$ cat config.mk
export PLATFORM = sky130hd
export DESIGN_NAME = sink_blink_timer
export DESIGN_NICKNAME = d
export VERILOG_FILES = /design/src/common/sink_blink_pkg.sv /design/src/design/sink_blink_timer.sv /design/src/design/sink_blink_channel.sv
export SDC_FILE = /design/constraint.sdc
export NUM_CORES = 1
export LEC_CHECK = 0
export BUFFER_PORTS_ARGS = -buffer_cell sky130_fd_sc_hd__buf_2
export CORE_ASPECT_RATIO = 1.5
export CORE_UTILIZATION = 45
export DETAILED_ROUTE_END_ITERATION = 12
export GPL_TIMING_DRIVEN = 0
export HOLD_SLACK_MARGIN = 0.08
export PLACE_DENSITY = 0.71
export SYNTH_ARGS = -nofsm -noshare
export SYNTH_HDL_FRONTEND = slang
export SYNTH_HIERARCHICAL = 1
export SYNTH_SLANG_ARGS = --single-unit
$ cat constraint.sdc
create_clock -name aclk -period 10.07 [get_ports aclk]
set_input_delay 0.5035 -clock aclk [delete_from_list [all_inputs] [get_ports aclk]]
set_output_delay 0.5035 -clock aclk [all_outputs]
set_load 0.005 [all_outputs]
$ cat src/common/sink_blink_pkg.sv
package sink_blink_pkg;
    // ****************************************
    // Register map
    // ****************************************
    // Registers are numbered by word index; the bus byte address is four times the index
    localparam logic [5:0] timing_1_index = 6'h1c;
    localparam logic [5:0] enable_low_index = 6'h1b;
    localparam logic [5:0] enable_high_index = 6'h1a;
    localparam logic [5:0] status_index = 6'h20;
    localparam logic [7:0] timing_1_offset = {timing_1_index, 2'b00};
    localparam logic [7:0] enable_low_offset = {enable_low_index, 2'b00};
    localparam logic [7:0] enable_high_offset = {enable_high_index, 2'b00};
    localparam logic [7:0] status_offset = {status_index, 2'b00};
    localparam logic [7:0] timing_rw_mask = 8'hf3;
    localparam logic [7:0] enable_low_reset = 8'h00;
    localparam logic [7:0] enable_high_reset = 8'h00;
    localparam logic [7:0] timing_1_reset = 8'h00;
    localparam int nine_enable_bit = 2;
    localparam int on_field_lsb = 4;
    localparam int off_field_lsb = 0;
    localparam int sink_count = 9;
    localparam int five_index = 4;
    // ****************************************
    // Timing
    // ****************************************
    localparam int clock_mhz = 200;
    localparam int on_step_ms = 50;
    localparam int off_step_ms = 600;
    localparam int tick_ms = 1;
    localparam int tick_cycles_default = tick_ms * clock_mhz * 1000;
    localparam logic [15:0] on_step_ticks = 16'(on_step_ms / tick_ms);
    localparam logic [15:0] off_step_ticks = 16'(off_step_ms / tick_ms);
    typedef enum logic [1:0] {blink_idle, blink_on, blink_off} blink_state_t;
endpackage

$ cat src/design/sink_blink_timer.sv
// Function
// - Enable bits 7..0 switch sinks eight..one; 1 on, 0 off.
// - With off time active, sink stays on for the on-time field bits 7:4.
// - On time is code times 0.05 s, zero to 0.75 s, then off.
// - Sink five off-time field bits 1:0: off, 0.6, 1.2, 1.8 s.
// - Off-time code 00 keeps an enabled sink on steadily.
// - Nonzero off code: on for on time, off for off time, repeat.
// - Zero on time with off time active: no hold at full level.
// - Ninth sink enable sits at bit 2 of a separate control register.
`timescale 1ns/10ps
`default_nettype none
module sink_blink_timer
    import sink_blink_pkg::*;
#(
    parameter int tick_cycles = tick_cycles_default
)
(
    input wire logic aclk,
    input wire logic aresetn,
    input wire logic [7:0] s_axi_awaddr,
    input wire logic s_axi_awvalid,
    output logic s_axi_awready,
    input wire logic [31:0] s_axi_wdata,
    input wire logic [3:0] s_axi_wstrb,
    input wire logic s_axi_wvalid,
    output logic s_axi_wready,
    output logic [1:0] s_axi_bresp,
    output logic s_axi_bvalid,
    input wire logic s_axi_bready,
    input wire logic [7:0] s_axi_araddr,
    input wire logic s_axi_arvalid,
    output logic s_axi_arready,
    output logic [31:0] s_axi_rdata,
    output logic [1:0] s_axi_rresp,
    output logic s_axi_rvalid,
    input wire logic s_axi_rready,
    output logic [8:0] sink_drive
);
    // ****************************************
    // Register slave
    // ****************************************
    logic [7:0] enable_low_reg, enable_high_reg, timing_reg;
    logic [7:0] awaddr_reg;
    logic aw_held_reg, w_held_reg;
    logic [31:0] wdata_reg;
    logic wstrb0_reg;
    logic bvalid_reg, rvalid_reg;
    logic [1:0] bresp_reg, rresp_reg;
    logic [31:0] rdata_reg;

    assign s_axi_awready = !aw_held_reg && !bvalid_reg;
    assign s_axi_wready = !w_held_reg && !bvalid_reg;
    wire aw_fire = s_axi_awvalid && s_axi_awready;
    wire w_fire = s_axi_wvalid && s_axi_wready;
    wire [7:0] wr_addr = aw_held_reg ? awaddr_reg : s_axi_awaddr;
    wire [31:0] wr_data = w_held_reg ? wdata_reg : s_axi_wdata;
    wire wr_lane0 = w_held_reg ? wstrb0_reg : s_axi_wstrb[0];
    wire wr_go = (aw_held_reg || aw_fire) && (w_held_reg || w_fire);
    wire wr_low = wr_addr == enable_low_offset;
    wire wr_high = wr_addr == enable_high_offset;
    wire wr_time = wr_addr == timing_1_offset;
    wire wr_hit = wr_low || wr_high || wr_time || wr_addr == status_offset;
    wire wr_en = wr_go && wr_lane0;

    assign s_axi_arready = !rvalid_reg;
    wire ar_fire = s_axi_arvalid && s_axi_arready;
    wire rd_hit = s_axi_araddr == enable_low_offset || s_axi_araddr == enable_high_offset
        || s_axi_araddr == timing_1_offset || s_axi_araddr == status_offset;
    wire [7:0] rd_byte = (s_axi_araddr == enable_low_offset) ? enable_low_reg :
        (s_axi_araddr == enable_high_offset) ? enable_high_reg :
        (s_axi_araddr == timing_1_offset) ? (timing_reg & timing_rw_mask) :
        (s_axi_araddr == status_offset) ? sink_drive[7:0] : 8'h00;
    wire rd_bit8 = s_axi_araddr == status_offset && sink_drive[8];

    always_ff @(posedge aclk) begin
        if (!aresetn) begin
            aw_held_reg <= 1'b0;
            w_held_reg <= 1'b0;
            awaddr_reg <= 8'h00;
            wdata_reg <= 32'h0000_0000;
            wstrb0_reg <= 1'b0;
            bvalid_reg <= 1'b0;
            bresp_reg <= 2'b00;
        end else begin
            if (wr_go) begin
                aw_held_reg <= 1'b0;
                w_held_reg <= 1'b0;
                bvalid_reg <= 1'b1;
                bresp_reg <= wr_hit ? 2'b00 : 2'b10;
            end else begin
                if (aw_fire) begin
                    aw_held_reg <= 1'b1;
                    awaddr_reg <= s_axi_awaddr;
                end
                if (w_fire) begin
                    w_held_reg <= 1'b1;
                    wdata_reg <= s_axi_wdata;
                    wstrb0_reg <= s_axi_wstrb[0];
                end
                if (bvalid_reg && s_axi_bready) begin
                    bvalid_reg <= 1'b0;
                end
            end
        end
    end

    always_ff @(posedge aclk) begin
        if (!aresetn) begin
            enable_low_reg <= enable_low_reset;
            enable_high_reg <= enable_high_reset;
            timing_reg <= timing_1_reset;
        end else if (wr_en) begin
            if (wr_low) begin
                enable_low_reg <= wr_data[7:0];
            end
            if (wr_high) begin
                enable_high_reg <= wr_data[7:0] & (8'h01 << nine_enable_bit);
            end
            if (wr_time) begin
                timing_reg <= wr_data[7:0] & timing_rw_mask;
            end
        end
    end

    always_ff @(posedge aclk) begin
        if (!aresetn) begin
            rvalid_reg <= 1'b0;
            rdata_reg <= 32'h0000_0000;
            rresp_reg <= 2'b00;
        end else if (ar_fire) begin
            rvalid_reg <= 1'b1;
            rdata_reg <= {23'h00_0000, rd_bit8, rd_byte};
            rresp_reg <= rd_hit ? 2'b00 : 2'b10;
        end else if (rvalid_reg && s_axi_rready) begin
            rvalid_reg <= 1'b0;
        end
    end

    assign s_axi_bvalid = bvalid_reg;
    assign s_axi_bresp = bresp_reg;
    assign s_axi_rvalid = rvalid_reg;
    assign s_axi_rdata = rdata_reg;
    assign s_axi_rresp = rresp_reg;

    // ****************************************
    // Shared timebase
    // ****************************************
    logic [31:0] tick_count_reg;
    wire tick_now = tick_count_reg == 32'(tick_cycles - 1);
    always_ff @(posedge aclk) begin
        if (!aresetn) begin
            tick_count_reg <= 32'h0000_0000;
        end else begin
            tick_count_reg <= tick_now ? 32'h0000_0000 : tick_count_reg + 32'h0000_0001;
        end
    end

    // ****************************************
    // Sink channels
    // ****************************************
    // Only sink five owns an off-time field here; other sinks run steady.
    wire [8:0] sink_enable = {enable_high_reg[nine_enable_bit], enable_low_reg};
    wire [3:0] on_code = timing_reg[on_field_lsb +: 4];
    wire [1:0] five_off = timing_reg[off_field_lsb +: 2];
    genvar i;
    generate
        for (i = 0; i < sink_count; i++) begin : g_sink
            sink_blink_channel u_channel (
                .aclk(aclk),
                .aresetn(aresetn),
                .tick(tick_now),
                .enable(sink_enable[i]),
                .on_code(on_code),
                .off_code((i == five_index) ? five_off : 2'b00),
                .sink_on(sink_drive[i])
            );
        end
    endgenerate
endmodule
`default_nettype wire

$ cat src/design/sink_blink_channel.sv
`timescale 1ns/10ps
`default_nettype none
module sink_blink_channel
    import sink_blink_pkg::*;
(
    input wire logic aclk,
    input wire logic aresetn,
    input wire logic tick,
    input wire logic enable,
    input wire logic [3:0] on_code,
    input wire logic [1:0] off_code,
    output logic sink_on
);
    blink_state_t state_reg, state_next;
    logic [15:0] count_reg, count_next;
    wire [15:0] on_ticks = 16'(on_code * on_step_ticks);
    wire [15:0] off_ticks = 16'(off_code * off_step_ticks);
    wire expired = (count_reg == 16'h0000) || (tick && count_reg == 16'h0001);
    wire [15:0] count_dec = (tick && count_reg != 16'h0000) ? count_reg - 16'h0001 : count_reg;

    always_comb begin
        state_next = state_reg;
        count_next = count_dec;
        case (state_reg)
            blink_idle: begin
                if (enable) begin
                    state_next = blink_on;
                    count_next = on_ticks;
                end
            end
            blink_on: begin
                if (!enable) begin
                    state_next = blink_idle;
                end else if (off_code != 2'b00 && expired) begin
                    state_next = blink_off;
                    count_next = off_ticks;
                end else if (off_code == 2'b00) begin
                    count_next = on_ticks;
                end
            end
            blink_off: begin
                if (!enable) begin
                    state_next = blink_idle;
                end else if (off_code == 2'b00 || expired) begin
                    state_next = blink_on;
                    count_next = on_ticks;
                end
            end
            default: state_next = blink_idle;
        endcase
    end

    always_ff @(posedge aclk) begin
        if (!aresetn) begin
            state_reg <= blink_idle;
            count_reg <= 16'h0000;
        end else begin
            state_reg <= state_next;
            count_reg <= count_next;
        end
    end

    assign sink_on = (state_reg == blink_on) && enable;
endmodule
`default_nettype wire

==> results_dict.tcl, run 1 <==
set metrics [dict create \
    fmax_mhz 258 \
    clk_pin_slew_worst_paths_ps 60 \
    slew_headroom_pct 2.22 \
    ys_types 107 \
    leakagePower_uw 0.00806 \
    synth_edf_count 0 \
    finalNetCount 2386 \
    core_um2 37700 \
    hpwlAfterDp_um 32600 \
    grt_pass1_vias 15116 \
    ir_drop_mv 0.124 \
    vias_per_cell 5.80 \
    internal_power_uw 1660 \
    firstDrtPassIters 5 \
    yosys_register_bits 241 \
    crit_chain "ha_1 -> and3_1 -> buf_2 -> nand3_1 -> nor3_2 -> buf_6 -> buf_6 -> buf_6 -> a21oi_1 -> nor3_1 -> a41oi_2 -> or3b_1 -> o221ai_1 -> a21oi_1" \
    startpoint_type "flip-flop" \
    die_area_um2 39200 \
    synth_area_um2 17300 \
    grt_overflow_total 0 \
    wire_per_inst_um 16.6 \
    worst_path_max_delay_cell "nor3_1" \
    worstSetupPathType "flip-flop to flip-flop" \
    area_growth_pct 13.1 \
    power_switching_uw 511 \
    initial_core_util_pct 45.8 \
    yosysSeqAreaShare_pct 27.9 \
    totalPowerFinal_uw 2170 \
    drv_cap 0 \
    hold_violations 0 \
    max_stage_delay_ps 460 \
    hold_buffers 0 \
    post_cts_resized 0 \
    status "completed" \
    numCtsBuffers 27 \
    die_x_um 162 \
    p_per_area_nw_per_um2 111 \
    syn_avg_cell_area_um2 8.68 \
    setup_tns_ps 0 \
    p_clk_share_pct 49.2 \
    gr-usage-all-layers_pct 22.3 \
    clock_sinks 241 \
    slew_viol_final 0 \
    cts_setup_buffers 0 \
    h-tree-depth 1 \
    period_needed_ps 3870 \
    syn_inst 1990 \
    rsz0062_at_grt "false" \
    grt_pass1_wl_um 73100 \
    synthFlopType "dfxtp_1" \
    arrival_ps 4310 \
    nFillCells 3607 \
    ios 109 \
    antenna_left 0 \
    final.setup_skew_ps 13.9 \
    sw_frac_of_total_pct 23.6 \
    route.vias.total 15537 \
    worstPathMaxFanout 11 \
    drc 0 \
    endpoint_kind "flip-flop" \
    critPathRequiredTime_ps 10510 \
    tightest_slew_ps 1470 \
    setup_viol 0 \
    row_count 87 \
    crit_buf_inv 4 \
    layout_common_cells "238 x dfxtp_1, 220 x nor2_1, 145 x ha_1" \
    gp_congestion 0.900 \
    ys_warn_count 6 \
    die_height_um 242 \
    synth_async_sr_flop_share_pct 0 \
    largest_reg_flops 144 \
    hp-class "input port to flip-flop" \
    drtIter0Drc 815 \
    routed_wl_um 44600 \
    crit_path_frequent_cell "buf_6" \
    clock-root-buffer "clkbuf_16" \
    drive_gt1_share_pct 15.4 \
    antenna_found_initial 0 \
    crit_family "simple AND/OR/NAND/NOR gates" \
    antenna_cells 0 \
    clkLatencyLatePin_ps 560 \
    tritoncts "done" \
    clk_path_buf_depth 3 \
    p_comb_share_pct 6.1 \
    finalCritPeriodShare_pct 38.5 \
    io_buffers 56 \
    pwr-share-seq_pct 44.8 \
    layout_commonest_cell "dfxtp_1" \
    grt_max_degree 56 \
]
## layout make-up
cell class / count / area [um^2] / share of cell area, %
Inverter: 81 / 304 / 1.56
Clock buffer: 33 / 738 / 3.78
Buffer: 86 / 619 / 3.17
Timing Repair Buffer: 61 / 353 / 1.81
Multi-Input combinational cell: 1675 / 11900 / 60.8
Clock inverter: 14 / 198 / 1.01
Tap cell: 489 / 612 / 3.13
Sequential cell: 241 / 4830 / 24.7
## metrics by stage
step	area [um^2]	worst slack [ps]	hold WS (ps)	utilization [%]	instances
4_1_cts	19500	6200	152	51.8	2680
3_5_place_dp	18600	6200	472	49.4	2633
5_1_grt	19500	5960	169	51.8	2680
2_1_floorplan	17600	4590	438	-	2083
6_report	19500	6200	182	51.8	2680
3_3_place_gp	18500	2260	458	49.1	2628
## power groups by stage
stage	registers (uW)	clock network, uW	logic [uW]
floorplan	989	0	88.0
global placement	992	0	123
detailed placement	992	0	125
CTS	971	1090	126
global route	972	1130	145
finish	971	1070	132
## metal layers
layer	global-route usage, %	up-vias	wire length [um]
li1	-	7648	-
met1	25.8	7342	18400
met2	40.8	430	22500
met3	2.50	117	2020
met4	9.63	0	1710
met5	0	-	0
## worst paths after layout
kind	startpoint	to	slack (ps)	depth (start not counted)
worst max-delay path	tick_count_reg[0]	g_sink[7].u_channel/count_reg[7]	6200	14
worst min-delay path	s_axi_rready	s_axi_rvalid	180	2
worst max register to register	tick_count_reg[0]	g_sink[7].u_channel/count_reg[7]	6200	14
worst min register to register	tick_count_reg[0]	tick_count_reg[0]	490	1
## Yosys cell counts (12+ instances only)
library cell / n / share of area, %
a211oi_1: 49 / 2.1
a21oi_1: 110 / 3.2
and2_1: 15 / 0.54
and3_1: 27 / 0.98
buf_2: 16 / 0.46
buf_4: 34 / 1.5
clkbuf_1: 18 / 0.39
dfxtp_1: 241 / 28
ha_1: 145 / 11
inv_1: 80 / 1.7
mux2i_1: 29 / 1.7
nand2_1: 130 / 2.8
nand3_1: 57 / 1.7
nand4_1: 35 / 1.3
nor2_1: 220 / 4.8
nor2b_1: 13 / 0.47
nor3_1: 75 / 2.2
nor3_2: 15 / 0.87
nor4_1: 36 / 1.3
o21ai_0: 54 / 1.6
o221a_2: 12 / 0.78
o22ai_1: 30 / 1.1
o31ai_1: 19 / 0.83
o32ai_1: 17 / 0.86
or3_1: 16 / 0.58
or4_1: 24 / 1.0
xnor2_1: 90 / 4.6
xor2_1: 58 / 2.9
## kinds of logic (layout without fill, tap and decap cells)
group / after synthesis / in the layout / share of synthesized area [%]
AOI/OAI and AO/OA: 442 / 442 / 19.7
xor gates and xnor gates: 148 / 148 / 7.51
adders and majority gates: 154 / 154 / 11.6
buffers and inverters: 167 / 275 / 5.35
DFF: 241 / 241 / 27.9
muxes: 39 / 39 / 2.33
other: 1 / 94 / 0.0217
and+or+nand+nor: 798 / 798 / 25.6
No activity file was read; power rests on OpenSTA's default activity.
==> run 2: changes to the inputs <==
--- a/config.mk
+++ b/config.mk
@@ -11,7 +11,7 @@
 export DETAILED_ROUTE_END_ITERATION = 12
 export GPL_TIMING_DRIVEN = 0
 export HOLD_SLACK_MARGIN = 0.08
-export PLACE_DENSITY = 0.71
+export PLACE_DENSITY = 0.73
 export SYNTH_ARGS = -nofsm -noshare
 export SYNTH_HDL_FRONTEND = slang
 export SYNTH_HIERARCHICAL = 1
==> constraint.sdc (replaced) <==
create_clock -name aclk -period 3.15 [get_ports aclk]
set_input_delay 0.1575 -clock aclk [delete_from_list [all_inputs] [get_ports aclk]]
set_output_delay 0.1575 -clock aclk [all_outputs]
set_load 0.005 [all_outputs]
==> results_dict.tcl, run 2 (same netlist as run 1, synthesis figures left out) <==
set metrics [dict create \
    status "completed" \
    grt_overflow_total 0 \
    drv_cap 0 \
    ios 109 \
    die_height_um 242 \
    setup_viol 0 \
    endpoint_kind "flip-flop" \
    core_um2 37700 \
    route.vias.total 15818 \
    hold_slack_ps 126 \
    layout_commonest_cell "dfxtp_1" \
    die_x_um 162 \
    grt_pass1_vias 15726 \
    clock_sinks 241 \
    wire_per_inst_um 16.9 \
    antenna_left 0 \
    totalPowerFinal_uw 6900 \
    ir_drop_mv 0.311 \
    setup_tns_ps 0 \
    design_area_um2 20200 \
    numCtsBuffers 27 \
    clk_pin_slew_worst_paths_ps 70 \
    grt_max_degree 56 \
    worstSetupPathType "flip-flop to flip-flop" \
    arrival_ps 3530 \
    fmax_mhz 331 \
    hp-class "input port to flip-flop" \
    clkLatencyLatePin_ps 580 \
    layout_common_cells "228 x dfxtp_1, 216 x nor2_1, 144 x ha_1" \
    crit_family "simple AND/OR/NAND/NOR gates" \
    crit_cells 11 \
    holdPathStages 4 \
    firstDrtPassIters 6 \
    slew_headroom_pct 1.59 \
    finalCritPeriodShare_pct 96.0 \
    die_area_um2 39200 \
    p_per_area_nw_per_um2 341 \
    worstPathMaxFanout 4 \
    gr-usage-all-layers_pct 23.3 \
    slew_viol_final 0 \
    period_needed_ps 3020 \
    hold_violations 0 \
    tritoncts "done" \
    grt_pass1_wl_um 76000 \
    crit_chain "ha_4 -> and3_1 -> buf_6 -> nand3_4 -> nor3_4 -> buf_6 -> or4b_4 -> or4_4 -> a21o_1 -> or4b_4 -> a21oi_2" \
    critPathRequiredTime_ps 3660 \
    area_growth_pct 17.2 \
    reg2regPathDepth 11 \
    row_count 87 \
    gp_congestion 0.933 \
    clock-root-buffer "clkbuf_16" \
    drive_gt1_share_pct 18.3 \
    final_cells 2722 \
    rsz0062_at_grt "true" \
    initial_core_util_pct 45.8 \
    final.setup_skew_ps 26.5 \
    largest_reg_flops 144 \
    worst_path_max_delay_cell "or4b_4" \
    drtIter0Drc 884 \
    crit_buf_inv 2 \
    startpoint_type "flip-flop" \
    hpwlAfterDp_um 33700 \
    clk_path_buf_depth 3 \
    tightest_slew_ps 1480 \
    routed_wl_um 45900 \
    placed_area_um2 18700 \
    h-tree-depth 1 \
    finalNetCount 2423 \
    drc 0 \
    vias_per_cell 5.81 \
    io_buffers 56 \
    max_stage_delay_ps 520 \
    dp.cells 2631 \
    leakagePower_uw 0.00831 \
    antenna_found_initial 2 \
]
## run 2: routing by layer
layer	share of wire [%]	vias to the layer above	GRT usage [%]
met5	0	-	0
met4	4.4	0	11.3
met3	4.9	131	3.15
met2	51	439	42.2
met1	40	7539	26.3
li1	-	7709	-
## run 2: area by class of cell
cell class	instances	area, um^2
Fill cell	3537	17400
Tap cell	489	612
Buffer	85	621
Multi-Input combinational cell	1675	12200
Antenna cell	2	5.00
Sequential cell	241	4850
Timing Repair Buffer	99	704
Inverter	81	304
Clock buffer	32	714
Clock inverter	18	215
## run 2: timing repair
item / 4_1_cts / 5_1_grt
setup buffers: 7 / 11
pin swaps: 7 / 19
endpoints found under the setup margin: 36 / 48
hold buffers: 23 / 0
endpoints found under the hold margin: 38 / 0
gates resized for setup: 15 / 47
## run 2: worst paths after layout
path	end	start	slack, ps
worst max register to register	g_sink[2].u_channel/count_reg[13]	tick_count_reg[1]	130
worst max-delay path	g_sink[2].u_channel/count_reg[13]	tick_count_reg[1]	130
worst min-delay path	s_axi_rdata[2]	s_axi_araddr[2]	130
worst min register to register	tick_count_reg[0]	tick_count_reg[0]	440
## run 2: stage by stage
stage,util (%),setup WS (ps)
2_1_floorplan,-,-567
3_3_place_gp,49.5,-1390
3_5_place_dp,49.7,-382
4_1_cts,53.0,-26.0
5_1_grt,53.7,-29.3
6_report,53.7,127
## run 2: power breakdown
part           internal [uW]  switching [uW]  leakage [uW]
clock network           1960            1380      0.000465
registers               3070            25.7       0.00195
logic                    188             266       0.00589
## run 2: worst reg2reg max path: cells and delay by family (launching register included)
family          cells  cell delay, ps
simple gates        6            1870
flops               1             360
compound gates      2             340
buf+inv             2             240
fa+ha+maj           1             140
